==> src/adc_cfg_params.svh <==
// constants of the converter configuration word: widths, codes, reset value
// assumes inclusion by bare name from the package and the design modules
`ifndef ADC_CFG_PARAMS_SVH
`define ADC_CFG_PARAMS_SVH

// ----------------------------------------------------------------------
// word shape and serial count
// ----------------------------------------------------------------------
`define CFG_LAST_BIT      4'hd
`define CFG_CNT_ZERO      4'h0
`define CFG_CNT_STEP      4'h1
`define CFG_RESET_WORD    14'h3ff9

// ----------------------------------------------------------------------
// reference field codes
// ----------------------------------------------------------------------
`define REF_RSVD_A        3'h0
`define REF_INT_TEMP      3'h1
`define REF_EXT_TEMP      3'h2
`define REF_EXT_BUF_TEMP  3'h3
`define REF_RSVD_B        3'h4
`define REF_RSVD_C        3'h5
`define REF_EXT_ONLY      3'h6
`define REF_EXT_BUF       3'h7

// ----------------------------------------------------------------------
// scan mode codes, channels, throughput divisors
// ----------------------------------------------------------------------
`define SCAN_OFF          2'h0
`define SCAN_UPDATE       2'h1
`define SCAN_TEMP         2'h2
`define SCAN_PLAIN        2'h3
`define CHAN_ZERO         3'h0
`define CHAN_STEP         3'h1
`define RATE_FULL_DIV     3'h1
`define RATE_QUARTER_DIV  3'h4
`define CHAN_ONE_HOT      8'h01

`endif

==> src/adc_cfg_pkg.sv <==
// types shared by the configuration word logic and its field decoder
// assumes adc_cfg_params.svh is on the include path
package adc_cfg_pkg;
    `include "adc_cfg_params.svh"

    // ------------------------------------------------------------------
    // types
    // ------------------------------------------------------------------
    typedef struct packed {
        logic       update;
        logic [2:0] input_config;
        logic [2:0] input_channel_index;
        logic       filter_bandwidth_select;
        logic [2:0] ref_code;
        logic [1:0] channel_scan_mode;
        logic       config_readback_disable;
    } cfg_word_t;

    typedef enum logic [2:0] {
        ST_IDLE  = 3'b001,
        ST_SHIFT = 3'b010,
        ST_HOLD  = 3'b100
    } shift_state_t;

    // reserved reference codes must never be stored
    function automatic logic ref_reserved(input logic [2:0] code);
        ref_reserved = (code == `REF_RSVD_A) || (code == `REF_RSVD_B)
                     || (code == `REF_RSVD_C);
    endfunction : ref_reserved
endpackage : adc_cfg_pkg

==> src/cfg_fields_if.sv <==
// carries the stored word to the field decoder and decoded controls back
// assumes one clock domain shared by both ends
interface cfg_fields_if;
    import adc_cfg_pkg::*;
    cfg_word_t   word;
    logic [7:0]  chan_sel;
    logic [2:0]  rate_div;
    logic        quarter_bw;
    logic        int_ref_en;
    logic        ref_out_en;
    logic        buf_en;
    logic        ext_ref;
    logic        temp_en;
    logic        readback_on;

    modport producer (output word, input chan_sel, rate_div, quarter_bw, int_ref_en,
                      ref_out_en, buf_en, ext_ref, temp_en, readback_on);
    modport decoder  (input word, output chan_sel, rate_div, quarter_bw, int_ref_en,
                      ref_out_en, buf_en, ext_ref, temp_en, readback_on);
endinterface : cfg_fields_if

==> src/adc_config_word_lower_fields.sv <==
// serial capture and storage of the converter configuration word
// assumes cnv, sck and sdi arrive as pins; eoc is a one-cycle pulse on clock
`include "adc_cfg_params.svh"
module adc_config_word_lower_fields
    import adc_cfg_pkg::*;
(
    // clock and reset
    input  wire logic        clock,
    input  wire logic        arst_n,
    // serial pins from the host
    input  wire logic        cnv,
    input  wire logic        sck,
    input  wire logic        sdi,
    // converter core
    input  wire logic        eoc,
    // stored word and decoded settings
    output logic [13:0]      cfg_word,
    output logic [2:0]       input_channel_index,
    output logic [7:0]       channel_select,
    output logic             filter_bandwidth_select,
    output logic             quarter_bandwidth,
    output logic [2:0]       rate_divider,
    output logic             int_ref_en,
    output logic             ref_drive_out,
    output logic             ref_buf_en,
    output logic             ext_ref_sel,
    output logic             temp_sensor_en,
    output logic [1:0]       channel_scan_mode,
    output logic             config_readback_disable,
    output logic             readback_append,
    // sequencer and status
    output logic             scan_active,
    output logic [2:0]       conv_channel,
    output logic             conv_temp_slot,
    output logic             word_refused
);
    typedef struct packed {
        logic         cnv_m;
        logic         cnv_s;
        logic         sck_m;
        logic         sck_s;
        logic         sdi_m;
        logic         sdi_s;
        logic         cnv_q;
        logic         sck_q;
        shift_state_t fsm;
        logic [3:0]   bit_cnt;
        logic [12:0]  shift;
        cfg_word_t    cfg;
        logic [2:0]   seq_idx;
        logic         seq_temp;
        logic [2:0]   conv_chan;
        logic         conv_temp;
        logic         refused;
    } top_state_t;

    top_state_t st_ff;
    top_state_t nxt_st;

    cfg_fields_if fields ();

    logic      sck_rise;
    logic      cnv_rise;
    logic      cnv_fall;
    logic      word_done;
    cfg_word_t new_word;

    // ------------------------------------------------------------------
    // edge detection on the synchronised pins
    // ------------------------------------------------------------------
    assign sck_rise  = st_ff.sck_s & ~st_ff.sck_q;
    assign cnv_rise  = st_ff.cnv_s & ~st_ff.cnv_q;
    assign cnv_fall  = ~st_ff.cnv_s & st_ff.cnv_q;
    assign new_word  = cfg_word_t'({st_ff.shift, st_ff.sdi_s});
    // a conversion start outranks a word that lands in the same cycle
    assign word_done = (st_ff.fsm == ST_SHIFT) && sck_rise && !cnv_rise
                     && !eoc && (st_ff.bit_cnt == `CFG_LAST_BIT);

    // ------------------------------------------------------------------
    // next state
    // ------------------------------------------------------------------
    always_comb begin
        nxt_st         = st_ff;
        nxt_st.cnv_m   = cnv;
        nxt_st.cnv_s   = st_ff.cnv_m;
        nxt_st.sck_m   = sck;
        nxt_st.sck_s   = st_ff.sck_m;
        nxt_st.sdi_m   = sdi;
        nxt_st.sdi_s   = st_ff.sdi_m;
        nxt_st.cnv_q   = st_ff.cnv_s;
        nxt_st.sck_q   = st_ff.sck_s;
        nxt_st.refused = 1'b0;

        // shift path: sdi is ignored from a conversion start onward
        if (cnv_rise) begin
            nxt_st.fsm = ST_IDLE;
        end else if (eoc) begin
            // a partial word dies at end of conversion
            nxt_st.bit_cnt = `CFG_CNT_ZERO;
            nxt_st.fsm     = st_ff.cnv_s ? ST_IDLE : ST_SHIFT;
        end else begin
            case (st_ff.fsm)
                ST_IDLE: begin
                    if (cnv_fall) begin
                        nxt_st.fsm     = ST_SHIFT;
                        nxt_st.bit_cnt = `CFG_CNT_ZERO;
                    end
                end
                ST_SHIFT: begin
                    if (sck_rise) begin
                        nxt_st.shift = {st_ff.shift[11:0], st_ff.sdi_s};
                        if (st_ff.bit_cnt == `CFG_LAST_BIT) begin
                            nxt_st.fsm = ST_HOLD;
                        end else begin
                            nxt_st.bit_cnt = st_ff.bit_cnt + `CFG_CNT_STEP;
                        end
                    end
                end
                ST_HOLD: begin
                    nxt_st.fsm = ST_HOLD; // later edges of the frame are not ours
                end
                default: begin
                    nxt_st.fsm = ST_IDLE;
                end
            endcase
        end

        // commit of a complete word
        if (word_done && new_word.update) begin
            if (ref_reserved(new_word.ref_code)) begin
                nxt_st.refused = 1'b1;
            end else if (st_ff.cfg.channel_scan_mode[1]
                         && new_word.channel_scan_mode == `SCAN_UPDATE) begin
                // running scan keeps its mode and position
                nxt_st.cfg                   = new_word;
                nxt_st.cfg.channel_scan_mode = st_ff.cfg.channel_scan_mode;
            end else begin
                nxt_st.cfg      = new_word;
                nxt_st.seq_idx  = `CHAN_ZERO;
                nxt_st.seq_temp = 1'b0;
            end
        end

        // sequencer steps once per conversion start
        if (cnv_rise) begin
            if (st_ff.cfg.channel_scan_mode[1]) begin
                nxt_st.conv_chan = st_ff.seq_idx;
                nxt_st.conv_temp = st_ff.seq_temp;
                if (st_ff.seq_temp) begin
                    nxt_st.seq_idx  = `CHAN_ZERO;
                    nxt_st.seq_temp = 1'b0;
                end else if (st_ff.seq_idx == st_ff.cfg.input_channel_index) begin
                    nxt_st.seq_idx  = `CHAN_ZERO;
                    nxt_st.seq_temp = (st_ff.cfg.channel_scan_mode == `SCAN_TEMP);
                end else begin
                    nxt_st.seq_idx = st_ff.seq_idx + `CHAN_STEP;
                end
            end else begin
                nxt_st.conv_chan = st_ff.cfg.input_channel_index;
                nxt_st.conv_temp = 1'b0;
            end
        end
    end

    // ------------------------------------------------------------------
    // state register
    // ------------------------------------------------------------------
    always_ff @(posedge clock or negedge arst_n) begin
        if (!arst_n) begin
            st_ff     <= '0;
            st_ff.fsm <= ST_IDLE;
            st_ff.cfg <= cfg_word_t'(`CFG_RESET_WORD);
            // conversion pin idles high: start its flops high so release shows no edge
            st_ff.cnv_m <= 1'b1;
            st_ff.cnv_s <= 1'b1;
            st_ff.cnv_q <= 1'b1;
        end else begin
            st_ff <= nxt_st;
        end
    end

    // ------------------------------------------------------------------
    // field decode and outputs
    // ------------------------------------------------------------------
    assign fields.word = st_ff.cfg;

    cfg_field_decode u_decode (
        .clock  (clock),
        .arst_n (arst_n),
        .f      (fields.decoder)
    );

    assign cfg_word                = st_ff.cfg;
    assign input_channel_index     = st_ff.cfg.input_channel_index;
    assign filter_bandwidth_select = st_ff.cfg.filter_bandwidth_select;
    assign channel_scan_mode       = st_ff.cfg.channel_scan_mode;
    assign config_readback_disable = st_ff.cfg.config_readback_disable;
    assign channel_select          = fields.chan_sel;
    assign quarter_bandwidth       = fields.quarter_bw;
    assign rate_divider            = fields.rate_div;
    assign int_ref_en              = fields.int_ref_en;
    assign ref_drive_out           = fields.ref_out_en;
    assign ref_buf_en              = fields.buf_en;
    assign ext_ref_sel             = fields.ext_ref;
    assign temp_sensor_en          = fields.temp_en;
    assign readback_append         = fields.readback_on;
    assign scan_active             = st_ff.cfg.channel_scan_mode[1];
    assign conv_channel            = st_ff.conv_chan;
    assign conv_temp_slot          = st_ff.conv_temp;
    assign word_refused            = st_ff.refused;
endmodule : adc_config_word_lower_fields

==> src/cfg_field_decode.sv <==
// registered decode of the stored word into analog and readback controls
// assumes the word comes from flip-flops on the same clock
`include "adc_cfg_params.svh"
module cfg_field_decode
    import adc_cfg_pkg::*;
(
    // clock and reset
    input wire logic        clock,
    input wire logic        arst_n,
    // word in, controls out
    cfg_fields_if.decoder   f
);
    typedef struct packed {
        logic [7:0] chan_sel;
        logic [2:0] rate_div;
        logic       quarter_bw;
        logic       int_ref_en;
        logic       ref_out_en;
        logic       buf_en;
        logic       ext_ref;
        logic       temp_en;
        logic       readback_on;
        logic       live;
    } dec_state_t;

    dec_state_t dec_ff;
    dec_state_t nxt_dec;

    // ------------------------------------------------------------------
    // decode
    // ------------------------------------------------------------------
    always_comb begin
        nxt_dec            = '0;
        nxt_dec.live       = 1'b1;
        nxt_dec.chan_sel   = `CHAN_ONE_HOT << f.word.input_channel_index;
        nxt_dec.quarter_bw = ~f.word.filter_bandwidth_select;
        nxt_dec.rate_div   = f.word.filter_bandwidth_select ? `RATE_FULL_DIV
                                                            : `RATE_QUARTER_DIV;
        nxt_dec.readback_on = ~f.word.config_readback_disable;
        // reserved codes never reach here, so they fall to all-off
        case (f.word.ref_code)
            `REF_INT_TEMP: begin
                nxt_dec.int_ref_en = 1'b1;
                nxt_dec.ref_out_en = 1'b1;
                nxt_dec.buf_en     = 1'b1;
                nxt_dec.temp_en    = 1'b1;
            end
            `REF_EXT_TEMP: begin
                nxt_dec.ext_ref = 1'b1;
                nxt_dec.temp_en = 1'b1;
            end
            `REF_EXT_BUF_TEMP: begin
                nxt_dec.ext_ref = 1'b1;
                nxt_dec.buf_en  = 1'b1;
                nxt_dec.temp_en = 1'b1;
            end
            `REF_EXT_ONLY: begin
                nxt_dec.ext_ref = 1'b1;
            end
            `REF_EXT_BUF: begin
                nxt_dec.ext_ref = 1'b1;
                nxt_dec.buf_en  = 1'b1;
            end
            default: begin
                nxt_dec.ext_ref = 1'b0;
            end
        endcase
    end

    always_ff @(posedge clock or negedge arst_n) begin
        if (!arst_n) begin
            dec_ff <= '0;
        end else begin
            dec_ff <= nxt_dec;
        end
    end

    assign f.chan_sel   = dec_ff.chan_sel;
    assign f.rate_div   = dec_ff.rate_div;
    assign f.quarter_bw = dec_ff.quarter_bw;
    assign f.int_ref_en = dec_ff.int_ref_en;
    assign f.ref_out_en = dec_ff.ref_out_en;
    assign f.buf_en     = dec_ff.buf_en;
    assign f.ext_ref    = dec_ff.ext_ref;
    assign f.temp_en    = dec_ff.temp_en;
    assign f.readback_on = dec_ff.readback_on;
endmodule : cfg_field_decode

==> config.mk <==
export PLATFORM = sky130hd
export DESIGN_NAME = adc_config_word_lower_fields
export DESIGN_NICKNAME = d
export VERILOG_FILES = /design/src/adc_cfg_pkg.sv /design/src/cfg_fields_if.sv /design/src/adc_config_word_lower_fields.sv /design/src/cfg_field_decode.sv
export VERILOG_INCLUDE_DIRS = /design/src
export SDC_FILE = /design/constraint.sdc
export NUM_CORES = 1
export LEC_CHECK = 0
export BUFFER_PORTS_ARGS = -buffer_cell sky130_fd_sc_hd__buf_4
export CAP_MARGIN = 10
export CORE_ASPECT_RATIO = 1.4
export CORE_MARGIN = 1.5
export CORE_UTILIZATION = 25
export CTS_CLUSTER_SIZE = 12
export DETAILED_ROUTE_END_ITERATION = 12
export MAX_ROUTING_LAYER = met4
export SETUP_SLACK_MARGIN = 0.2
export SLEW_MARGIN = 10
export SYNTH_ARGS = -nofsm -noshare
export SYNTH_HDL_FRONTEND = slang
export SYNTH_SLANG_ARGS = --single-unit
==> constraint.sdc <==
create_clock -name clock -period 2.3 [get_ports clock]
set_input_delay 0 -clock clock [delete_from_list [all_inputs] [get_ports clock]]
set_output_delay 0 -clock clock [all_outputs]
set_load 0.01 [all_outputs]
# After elaboration in Yosys (flattened, before gate mapping)
# Index checks and enable logic that the tools add are counted.
[word_totals]
regBits = 69
out_inout_bits = 45
elab_cells = 112
input_bits = 6
[op_classes]
shift = 1
eq_ne = 20
add_sub_neg = 2
muxes = 25
bitwise = 12
reduce_logical = 20
[op_table]
columns = ["op", "n"]
rows = [
  ["$mux W4", 7],
  ["$mux W20", 1],
  ["$eq A3 B3 Y1 const B", 5],
  ["$mux W7", 2],
  ["$mux W3", 4],
  ["$eq A3 B2 Y1 const B", 3],
  ["$ne A3 B3 Y1 const B", 3],
  ["$not A1 Y1", 9],
  ["$pmux W3 S3", 1],
  ["$mux W8", 1],
  ["$ne A4 B4 Y1 const B", 2],
  ["$pmux W4 S2", 1],
  ["$shl A1 B3 Y8 const A", 1],
  ["$eq A3 B1 Y1 const B", 2],
  ["$logic_and A1 B1 Y1", 6],
  ["$mux W1", 6],
  ["$reduce_and A3 Y1", 2],
  ["$reduce_or A3 Y1", 2],
  ["$reduce_and A5 Y1", 1],
  ["$add A4 B1 Y4 const B", 1],
  ["$eq A4 B4 Y1 const B", 1],
  ["$mux W2", 2],
  ["$ne A4 B3 Y1 const B", 1],
  ["$reduce_and A4 Y1", 1],
  ["11 further kinds", 15],
]

# Logic depth before layout (Yosys ltp)
# Gate-level depths: netlist of run 1.
[logic_depth]
word_depth = 12
depth_mapped = 7
mapped_depth_nobuf = 6

# Hierarchy
# A second synthesis of run 1 with hierarchy kept.
[unflattened]
cells_unflattened = 228
area_unflattened_um2 = 2856.5
[modules_own_cells]
columns = ["mod", "instances", "seq_area_each_um2", "area_per_inst_um2", "cells_per_inst"]
rows = [
  ["adc_config_word_lower_fields", 1, 1296.2, 2354.8, 192],
  ["cfg_field_decode", 1, 375.4, 501.7, 36],
]

# Least setup slack after synthesis of run 1
# Ideal clock, no wire load.
[synth_timing]
path_kind = "reg2reg"
from = "register st_ff[42] in the netlist's numbering"
to = "register st_ff (netlist bit cfg_word[10])"
setup_slack_ns = 0.478
t_required_ns = 2.218
synth_period_minus_slack_ns = 1.822
setup_ns = 0.082
arrival_time_ns = 1.739
stages_incl_launch_ff = 7
cell_sequence = "dfrtp_1 -> buf_2 -> or3b_4 -> nor3_4 -> and3_4 -> buf_12 -> mux2_4"
[synth_between]
elab_chain_cells = 7
[synth_rtl]
columns = ["item", "line_no", "rtl"]
rows = [
  ["from (decl)", "adc_config_word_lower_fields.sv:57", "top_state_t st_ff;"],
  ["from (signal assigned)", "adc_config_word_lower_fields.sv:178", "st_ff <= nxt_st;"],
  ["$eq A3 B2 Y1", "adc_config_word_lower_fields.sv:76", "assign word_done = (st_ff.fsm == ST_SHIFT) && sck_rise && !cnv_rise"],
  ["$logic_and A1 B1 Y1 (2 in a row)", "adc_config_word_lower_fields.sv:76", ""],
  ["$logic_and A1 B1 Y1", "adc_config_word_lower_fields.sv:77", "&& !eoc && (st_ff.bit_cnt == `CFG_LAST_BIT);"],
  ["$logic_and A1 B1 Y1", "adc_config_word_lower_fields.sv:76", ""],
  ["$logic_and A1 B1 Y1", "adc_config_word_lower_fields.sv:129", "if (word_done && new_word.update) begin"],
  ["$reduce_and A2 Y1 (no line)", "n/a", ""],
]
# No other way between the ends.
# A chain may end at the register's enable or synchronous reset.

# Worst setup path after layout of run 1
[layout_timing]
from = "register st_ff[42] in the netlist's numbering"
to = "register st_ff (netlist bit cfg_word[5])"
# The elaborated chain is that of the path after synthesis.

==> impl_results.md, run 1 <==
* VDD IR max at 0.0002379 V
* CTS tree: yes
* Largest net degree at the start of global routing at 67
* Met3 WL at 279 microns
* WL per Instance at 12.96 microns
* Fmax at 511.4 MHz
* Hold WC Path Type: in -> reg
* Clock Path Buffers at 2
* Sequential-to-total area share from yosys stat at between 50% and 60%
* Mapped Nets at 250
* Period minus WS final at 1.956 ns
* Simple-Gate Fraction of Synth Area at approximately an eighth
* Synth Instances at 241
* Post-synth EDFFs at 0
* Worst setup SP type: flip-flop
* FF-to-FF End: cfg_word[5]
* First-pass DRT Iterations at 4
* Gpl congestion at approximately 0.76
* # IOs at 51
* Die area at 0.01245 sq mm
* Post-synthesis area per instance at ~12 sq um
* Area of the multi-input gates at 0.001005 sq mm
* H-tree Lvls at 3
* Hold buffer count at CTS at 4
* Mux cell area share after synthesis at 10.03%
* Aggregate global routing overflow at 0
* Setup crit end kind: flip-flop
* Total routed wirelength at ~5.4 mm
* DR vias at 1815
* Postcts setup bufs at 0
* PortBufs at 49
* Syn. warnings at 0
* Path type of the worst setup path: reg -> reg
* Hold WS at slightly above 0.02 ns
* Starting DRT DRC Count at 80
* # clock sinks at 66
* Antenna viol nets, final at 0
* Hold depth at 4
* Critical path's slowest cell: dfrtp_1
* Synthesis-to-finish area growth at 21.29%
* Number of global-route vias before repair at 1864
* Hold wc startpoint: eoc
* Met1 WL at roughly 2.2 mm
* FF+latch area at 0.001672 sq mm
* Worst EP required at 2.56 ns
* Antenna cells at 0
* DRC at 0
* Static Leak at 1.664 nW
* Largest area contributor in the netlist: dfrtp_1
* Synth async-reset ratio at 100.0%
* Internal reg-to-reg setup slack at 0.34 ns
* Crit Path Max Fanout at 12
* Die X at 94.72 microns
* GRT Util Overall at 9.679%
* Library cells used by synthesis at 47
* Post-Syn Area at 0.002944 sq mm
* Util after Layout at between 30% and 40%
* Pwr dens at just over 700 mW/mm^2
* Clock Tree Root: clkbuf_16
* Clock latency on the worst-skew pair at 0.33 ns
* Xor and xnor area share after synthesis at 1.190%
* Fraction of layout cells with a size suffix above 1 at 39.64%
* PostCTS Resize Cnt at 0
* Worst Reg-to-Reg Cells at 4
* Top routing layer used: met4
* Final period util at 85.02%
* Via density at 4.332
* Row count at 46
* Initial antenna violation count at 0
* Global-route wire length before repair at 8.880 mm
* CORE AREA at about 0.011 sq mm
* Initial cell density of the core at 25.83%
* Yosys reg bits at 66
* Worst Clk Skew at 0.006691 ns
* Fin. max-slew vios at 0
* DP Wirelength at ~3.7 mm
* Main flop type after synthesis: dfrtp_1
* Worst Path Arrival at 2.21 ns
* Fin. Hold Viols at 0
* RSZ-0062 raised after global routing: false
* Synth Area in Compound Gates at 8.032%
* Worst-margin pin slew at 0.8196 ns
* Status: finished, final reports clean
* Crit-path max cell delay at between 0.4 and 0.5 ns
* Critical path, cell by cell: or3b_4 > nor3_4 > and3_4 > mux2_2
* NumNets Final at 279
* Clk slew on worst S/H paths at around 0.050 ns
* Max Cap Violations at 0
* Met2 WL post-DR at 2.814 mm
* Worst r2r src: st_ff[42]
* Worst rel slew slack at 45.36%
* Share of the synthesized area in the top cell type at 42.50%
* Post-Synth Adder-Cell Area at 1.275%
* Largest family of logic cells by synthesized area: simple AND/OR/NAND/NOR gates
* WHS Endpoint: st_ff[40]
* Setup_tns at 0 ns
* Filler cells at roughly 1100
* Die height at 131.4 microns
* Final setup fails at 0
* Cts bufs inserted at 9
* Synth top area cells: dfrtp_1, dfstp_2, buf_4, mux2_2, mux2_4
==> power breakdown <==
| part | switching [mW] | internal, mW | leakage (nW) | total (mW) |
|---|---|---|---|---|
| logic | 0.0611 | 0.0478 | 0.714 | 0.109 |
| registers | 0.0244 | 1.19 | 0.830 | 1.22 |
| clock network | 0.501 | 0.727 | 0.121 | 1.23 |
| total | 0.586 | 1.97 | 1.66 | 2.55 |
==> worst max-delay path by stage <==
stage | slack [ns] | from | end
finish | 0.34 | st_ff[42] | cfg_word[5]
detailed placement | 0.33 | st_ff[42] | cfg_word[5]
global route | 0.24 | st_ff[42] | cfg_word[5]
global placement | 0.37 | st_ff[42] | cfg_word[5]
CTS | 0.32 | st_ff[42] | cfg_word[5]
floorplan | 0.48 | st_ff[42] | cfg_word[10]
==> Yosys cell counts, types with 2 or more instances <==
master,n
a2111oi_0,2
mux2i_1,4
a21oi_1,4
dfstp_2,16
buf_4,25
a31oi_1,2
nand2_1,11
nand3b_1,2
and3_1,2
mux2_2,16
nand3_1,5
ha_1,3
mux2_4,5
clkbuf_1,6
nor3_1,5
a21o_1,2
nor3b_1,6
and4bb_2,2
dfrtp_1,50
buf_2,4
o21a_1,2
inv_1,7
nor2b_1,3
nor2_1,10
xor2_1,3
o21ai_0,14
nand2b_1,6
a22o_1,3
and2_1,2
and3b_1,2
==> state kept, by name, indices dropped and copies added (netlist names), 2 cells and up <==
name	flops
conv_channel	3
cfg_word	7
st_ff	13
input_channel_index	3
nxt_st	5
u_decode.f.rate_div	2
channel_scan_mode	2
new_word	14
u_decode.f.chan_sel	8
==> critical path, delay by kind of cell, from the launching register on <==
family,cells,cell delay [ns]
multiplexers,1,0.36
AND/OR/NAND/NOR,3,1.05
flip-flops,1,0.48
==> stage by stage <==
step                cells  setup WS [ns]  area [sq um]  power (mW)
finish                419         0.3445          3571       2.552
global route          419         0.2414          3571       2.657
CTS                   419         0.3222          3571       2.592
floorplan             241         0.4783          2944       1.293
detailed placement    399         0.3271          3258       1.341
global placement      399         0.3712          3258       1.337
==> metal layers <==
layer  track usage, %  vias to the layer above
met4            6.136                        0
met3            3.299                       15
met2            15.32                       55
li1                 -                      869
met5                -                        -
met1            10.08                      876
==> area by class of cell <==
| type | instances | share of cell area (%) |
|---|---|---|
| timing repair buffer | 54 | 11.63 |
| clock inverter | 6 | 1.226 |
| tap | 144 | 5.046 |
| clock buffer | 10 | 6.412 |
| sequential | 66 | 46.81 |
| multi-input combinational | 132 | 28.14 |
| inverter | 7 | 0.7358 |
==> kinds of logic after synthesis <==
kind of cell    count (synthesis)
flops                          66
simple gates                   63
buf+inv                        43
compound gates                 36
mux                            25
xor+xnor                        4
fa+ha+maj                       3
other cells                     1
==> placed cells by master, fill, tap and decap left out, types with 4 or more instances in the layout <==
cell and instances:
nor3_1 5, dlygate4sd3_1 4, nand2_1 11, nand2b_1 6, nor2_1 10, clkinvlp_4 4
nand3_1 5, nor3b_1 6, o21ai_0 14, dfstp_2 16, dfrtp_1 50, mux2i_1 4
clkbuf_16 9, buf_4 50, mux2_4 5, inv_1 7, a21oi_1 4, mux2_2 16
Note: power is estimated with default switching activity, not from simulation.
==> inputs of run 2 (changes only) <==
--- a/config.mk
+++ b/config.mk
@@ -10,8 +10,8 @@
 export CAP_MARGIN = 10
 export CORE_ASPECT_RATIO = 1.4
 export CORE_MARGIN = 1.5
-export CORE_UTILIZATION = 25
-export CTS_CLUSTER_SIZE = 12
+export CORE_UTILIZATION = 40
+export CTS_CLUSTER_SIZE = 28
 export DETAILED_ROUTE_END_ITERATION = 12
 export MAX_ROUTING_LAYER = met4
 export SETUP_SLACK_MARGIN = 0.2
==> impl_results.md, run 2 (synthesis gave the netlist of run 1 again) <==
* Sw Ratio at 22.00% (-0.96 points)
* Reg power frac at 48.2% (+0.6 points)
* Starting DRT DRC Count at 160 (+100%)
* Critical path's slowest cell: dfrtp_1
* Initial cell density of the core at 41.90% (+16 points)
* Pwr Total at 2.520 mW (-1.3%)
* Global-route wire length before repair at 8.694 mm (-2.1%)
* Gpl congestion at 0.7860 (+3.4%)
* Worst setup SP type: flip-flop
* Setup WS post-layout at 0.3789 ns (+0.03445 ns)
* Gate power share at 4.3% (about the same)
* Fin. Hold Viols at 0 (unchanged)
* Fmax at 520.5 MHz (+1.8%)
* H-tree Lvls at 3 (unchanged)
* Critical path, cell by cell: or3b_4 > nor3_4 > and3_4 > mux2_2
* WP buf/inv at 0 (unchanged)
* Total routed wirelength at 5.102 mm (-6.1%)
* Worst-margin pin slew at 0.7979 ns (-0.02169 ns)
* Aggregate global routing overflow at 0 (unchanged)
* DR vias at 1816 (+0.055%)
* VDD IR max at 0.0003345 V (+41%)
* # IOs at 51 (unchanged)
* PortBufs at 49 (unchanged)
* Worst rel slew slack at 46.81% (+1.4 points)
* Crit-path max cell delay at 0.48 ns (about the same)
* Antenna cells at 0 (unchanged)
* Row count at 36 (-22%)
* DP Wirelength at 3.402 mm (-8.3%)
* Die height at 104.5 microns (-20%)
* Fin. max-slew vios at 0 (unchanged)
* CORE AREA at 0.007027 sq mm (-38%)
* Initial antenna violation count at 0 (unchanged)
* Setup_tns at 0 ns (unchanged)
* Via density at 4.908 (+13%)
* Internal reg-to-reg setup slack at 0.38 ns (+0.03 ns)
* RSZ-0062 raised after global routing: false
* Clock power frac at 47.5% (-0.6 points)
* Max Cap Violations at 0 (unchanged)
* First-pass DRT Iterations at 4 (unchanged)
* CTS tree: yes
* Max FFs per register at 14 (unchanged)
* Postcts setup bufs at 0 (unchanged)
* Net Sw Power at 0.5544 mW (-5.4%)
* GRT Util Overall at 15.11% (+5.4 points)
* Path type of the worst setup path: reg -> reg
* Static Leak at 1.667 nW (+0.20%)
* Number of global-route vias before repair at 1854 (-0.54%)
* DRC at 0 (unchanged)
* NumNets Final at 279 (unchanged)
* Cts bufs inserted at 9 (unchanged)
* Pwr dens at 722.8 mW/mm^2 (+1.1%)
* PostCTS Resize Cnt at 0 (unchanged)
* Clk slew on worst S/H paths at 0.08 ns (+0.03 ns)
* Pre-CTS WS at 0.3756 ns (+0.04856 ns)
* # clock sinks at 66 (unchanged)
* Clock Tree Root: clkbuf_8
* Synthesis-to-finish area growth at 18.40%
* Pint at 1.965 mW (about the same)
* WL per Instance at 13.79 microns (+6.4%)
* Crit Path Max Fanout at 12 (unchanged)
* Largest net degree at the start of global routing at 67 (unchanged)
* Die area at 0.007891 sq mm (-37%)
* Worst Clk Skew at 0.01358 ns (+0.006889 ns)
* Clock Path Buffers at 2 (unchanged)
* Period minus WS final at 1.921 ns (-0.03445 ns)
* Delay-heaviest family, CP: simple AND/OR/NAND/NOR gates
* Hold WC Path Type: in -> reg
* Most frequent cells in the layout: dfrtp_1, buf_4, mux2_2, dfstp_2, o21ai_0
* Worst Path Arrival at 2.20 ns (about the same)
* Final setup fails at 0 (unchanged)
* Final period util at 83.53% (-1.5 points)
* Antenna viol nets, final at 0 (unchanged)
* Setup crit end kind: flip-flop
* Fraction of layout cells with a size suffix above 1 at 40.00% (+0.36 points)
* Worst EP required at 2.58 ns (+0.02 ns)
* Die X at 75.51 microns (-20%)
* Clock latency on the worst-skew pair at 0.35 ns (+0.02 ns)
* Filler cells at 663 (-42%)
* Status: finished, final reports clean
[run 2: final timing paths]
path	startpoint	cells past startpoint	endpoint
worst max-delay path	st_ff[42]	4	input_channel_index[0]
worst min register to register	nxt_st[47]	0	nxt_st[43]
worst max register to register	st_ff[42]	4	input_channel_index[0]
worst min-delay path	eoc	4	st_ff[40]
min in group asynchronous	arst_n	2	nxt_st[45]
max in group asynchronous	arst_n	2	conv_channel[0]
[run 2: tightest hold or removal path, delay by kind of cell]
family | cells | cell delay, ns
buf+inv | 1 | 0.16
simple gates | 1 | 0.08
compound gates | 2 | 0.11
[run 2: per-stage QoR]
step           std cells  util [%]  instance area [sq um]  hold WS [ns]
2_1_floorplan        241         -                   2944       -0.2956
3_3_place_gp         350     45.50                   3197        0.1087
3_5_place_dp         350     45.50                   3197        0.1098
4_1_cts              370     49.61                   3486      0.006342
5_1_grt              370     49.61                   3486       0.02130
6_report             370     49.61                   3486       0.01918
[run 2: routing by layer]
layer	global-route usage [%]	up-vias	routed length [microns]
met5	-	-	0
met4	7.908	0	153
met3	4.070	12	172
met2	23.43	38	2653
met1	17.47	902	2122
li1	-	864	-
[run 2: power groups by stage]
| stage | clock network (mW) | registers, mW | logic, mW |
|---|---|---|---|
| floorplan | 0 | 1.23 | 0.0664 |
| finish | 1.20 | 1.21 | 0.108 |
| CTS | 1.22 | 1.21 | 0.112 |
| global placement | 0 | 1.24 | 0.104 |
| global route | 1.28 | 1.22 | 0.122 |
| detailed placement | 0 | 1.24 | 0.106 |
[run 2: repair_timing]
item	CTS	global route
setup endpoints to repair	0	0
endpoints found under the hold margin	53	0
hold buffers	4	0
[run 2: final cells by class]
class	instances	area, sq um	share of cell area (%)
Multi-Input combinational cell	132	1005	28.82
Sequential cell	66	1672	47.95
Clock buffer	9	123.9	3.553
Clock inverter	7	125.1	3.589
Timing Repair Buffer	54	415.4	11.92
Inverter	7	26.28	0.7538
Tap cell	95	118.9	3.410
==> inputs of run 3 (changes only) <==
--- a/config.mk
+++ b/config.mk
@@ -6,6 +6,7 @@
 export SDC_FILE = /design/constraint.sdc
 export NUM_CORES = 1
 export LEC_CHECK = 0
+export ABC_AREA = 1
 export BUFFER_PORTS_ARGS = -buffer_cell sky130_fd_sc_hd__buf_4
 export CAP_MARGIN = 10
 export CORE_ASPECT_RATIO = 1.4
==> constraint.sdc (replaced) <==
create_clock -name clock -period 1.7 [get_ports clock]
set_input_delay 0 -clock clock [delete_from_list [all_inputs] [get_ports clock]]
set_output_delay 0 -clock clock [all_outputs]
set_load 0.01 [all_outputs]
==> impl_results.md, run 3 <==
* Status: finished, final reports clean
* CORE AREA at 0.007268 sq mm (+3.4%)
* Most frequent cells in the layout: nand2_1, buf_4, dfrtp_1
* Via density at 4.593 (-6.4%)
* CTS tree: yes
* Initial antenna violation count at 0 (unchanged)
* Share of the synthesized area in the top cell type at 42.00% (-0.50 points)
* VDD IR max at 0.0005943 V (+78%)
* Xor and xnor area share after synthesis at 1.764% (+0.57 points)
* Met1 WL at 2.398 mm (+13%)
* # clock sinks at 66 (unchanged)
* Synth async-reset ratio at 100.0% (unchanged)
* Simple-Gate Fraction of Synth Area at 19.45% (+6.3 points)
* Die height at 105.1 microns (+0.57%)
* WP buf/inv at 1 (+1)
* Max FFs per register at 14 (unchanged)
* Total routed wirelength at 5.453 mm (+6.9%)
* Cts bufs inserted at 9 (unchanged)
* DP Wirelength at 3.859 mm (+13%)
* Number of global-route vias before repair at 2034 (+9.7%)
* Largest net degree at the start of global routing at 31 (-54%)
* Hold WC Path Type: in -> async
* Static Leak at 1.756 nW (+5.3%)
* Fraction of layout cells with a size suffix above 1 at 34.56% (-5.4 points)
* Most common cell after layout, fill and taps aside: nand2_1
* Synthesis-to-finish area growth at 20.71%
* Internal reg-to-reg setup slack at 0.25 ns (-0.13 ns)
* Critical path, cell by cell: nor2_4 > inv_2 > nand2_4 > nor2_8 > nand4_1 > nand2_1 > nand2_1
* DRC at 0 (unchanged)
* Final period util at 85.11% (+1.6 points)
* Pwr dens at 1022 mW/mm^2 (+41%)
* NumNets Final at 357 (+28%)
* Filler cells at 693 (+4.5%)
* Aggregate global routing overflow at 0 (unchanged)
* Crit Path Max Fanout at 11 (-1)
* Clock Tree Root: clkbuf_8
* Critical path's slowest cell: dfstp_2
* Initial cell density of the core at 40.99% (-0.91 points)
* Post-Syn Area at 0.002979 sq mm (+1.2%)
* Worst Clk Skew at 0.007173 ns (-0.006407 ns)
* Fin. max-slew vios at 0 (unchanged)
* Met3 WL at 192 microns (+12%)
* Antenna cells at 0 (unchanged)
* Sequential-to-total area share from yosys stat at 56.11% (-0.67 points)
* Synth Area in Compound Gates at 7.560% (-0.47 points)
* RSZ-0062 raised after global routing: true
* Die area at 0.007982 sq mm (+1.1%)
* Syn. warnings at 0 (unchanged)
* Main flop type after synthesis: dfrtp_1
* WL per Instance at 12.12 microns (-12%)
* Synth top area cells: dfrtp_1, dfstp_2, nand2_1, buf_4, inv_1
* First-pass DRT Iterations at 6 (+2)
* Yosys reg bits at 66 (unchanged)
* Global-route wire length before repair at 9.252 mm (+6.4%)
* Largest family of logic cells by synthesized area: simple AND/OR/NAND/NOR gates
* Fin. Hold Viols at 0 (unchanged)
* Post-synth top cells: nand2_1, dfrtp_1, inv_1
* Synth Instances at 306 (+27%)
* # IOs at 51 (unchanged)
* Mux cell area share after synthesis at 0.3360% (-9.7 points)
* Antenna viol nets, final at 0 (unchanged)
* Post-synthesis area per instance at 9.736 sq um (-20%)
* Worst EP required at 1.94 ns (-0.64 ns)
* Path type of the worst setup path: reg -> reg
* DR vias at 2067 (+14%)
* Clk slew on worst S/H paths at 0.07 ns (about the same)
* Period minus WS final at 1.447 ns (-0.4742 ns)
* Setup_tns at 0 ns (unchanged)
* GRT Util Overall at 15.22% (+0.11 points)
* Hold WS at 0.1143 ns (+0.09516 ns)
* Worst Path Arrival at 1.68 ns (-0.52 ns)
* Largest area contributor in the netlist: dfrtp_1
* Area of the multi-input gates at 938.4 sq um (-6.6%)
* Die X at 75.94 microns (+0.57%)
* Crit-path most repeated cell: nand2_1
* Crit-path max cell delay at 0.56 ns (+0.08 ns)
* Clock latency on the worst-skew pair at 0.34 ns (about the same)
* Row count at 37 (+2.8%)
* Post-Synth Adder-Cell Area at 1.260% (-0.015 points)
* Delay-heaviest family, CP: simple AND/OR/NAND/NOR gates
* Mapped Nets at 315 (+26%)
* Gpl congestion at 0.7995 (+1.7%)
* FF+latch area at 0.001672 sq mm (unchanged)
* Setup crit end kind: flip-flop
* Worst setup SP type: flip-flop
* PortBufs at 49 (unchanged)
* Post-synth EDFFs at 0 (unchanged)
* Top-count cell post-synth: nand2_1
* Fmax at 691.1 MHz (+33%)
* Starting DRT DRC Count at 93 (-42%)
* Final setup fails at 0 (unchanged)
* Library cells used by synthesis at 35 (-26%)
* Clock Path Buffers at 2 (unchanged)
* H-tree Lvls at 3 (unchanged)
* Met2 WL post-DR at 2.757 mm (+3.9%)
* Max Cap Violations at 0 (unchanged)
* Top routing layer used: met4
==> run 3: changes by cell type in the layout (fill, tap and decap cells not counted), moves of 6 or more <==
cell / change
inv_1: +22
inv_2: +7
nand2b_1: -6
nor2_2: +8
nand3_1: +7
nor3b_1: -6
nand2_1: +49
mux2_2: -16
buf_4: +8
o21ai_1: +10
==> run 3: power breakdown <==
group          switching (mW)  internal (mW)  total [mW]
logic                   0.322          0.173       0.496
clock network           0.561          0.728        1.29
registers               0.128           1.76        1.89
==> run 3: final timing paths <==
kind / depth (start not counted) / endpoint / startpoint
worst max-delay path: 7 / channel_scan_mode[1] / st_ff[44]
worst min-delay path: 2 / st_ff[42] / arst_n
worst max register to register: 7 / channel_scan_mode[1] / st_ff[44]
worst min register to register: 0 / new_word[0] / nxt_st[45]
max in group asynchronous: 3 / cfg_word[4] / arst_n
min in group clock: 2 / nxt_st[47] / sck
==> run 3: layout make-up <==
cell class / instances / area share, %
Clock buffer: 15 / 5.463
Inverter: 36 / 3.758
Sequential cell: 66 / 46.49
Multi-Input combinational cell: 169 / 26.10
Timing Repair Buffer: 66 / 14.68
Tap cell: 97 / 3.375
Clock inverter: 1 / 0.1392
==> run 3: cell families (layout without fill, tap and decap cells) <==
kind of cell	Yosys count	after routing
flip-flops	66	66
buffers and inverters	71	118
adder cells (fa/ha/maj)	3	3
AO/OA/AOI/OAI	41	41
AND/OR/NAND/NOR	117	117
XOR/XNOR	6	6
multiplexers	1	1
other	1	1
==> run 3: timing repair <==
item / CTS / global route
resized for setup: 2 / 11
hold endpoints to repair: 63 / 0
endpoints found under the setup margin: 3 / 30
hold buffers: 5 / 0
pin swaps: 1 / 4
setup buffers: 1 / 6
==> run 3: per-stage QoR <==
stage	utilization, %	instance area (sq um)	power (mW)	setup slack (ns)	instances
after floorplan	-	2979	2.225	0.3594	306
after global placement	44.78	3254	2.372	0.2080	422
after detailed placement	44.78	3254	2.373	0.1563	422
after CTS	48.42	3520	3.692	0.2026	444
after global routing	49.48	3596	3.893	0.1424	450
final	49.48	3596	3.676	0.2531	450
==> run 3: per-layer routing <==
metal  track usage [%]  vias to the layer above
met5                 -                        -
met4             6.878                        0
met3             4.803                        9
met2             24.26                       35
met1             17.58                      989
li1                  -                     1034
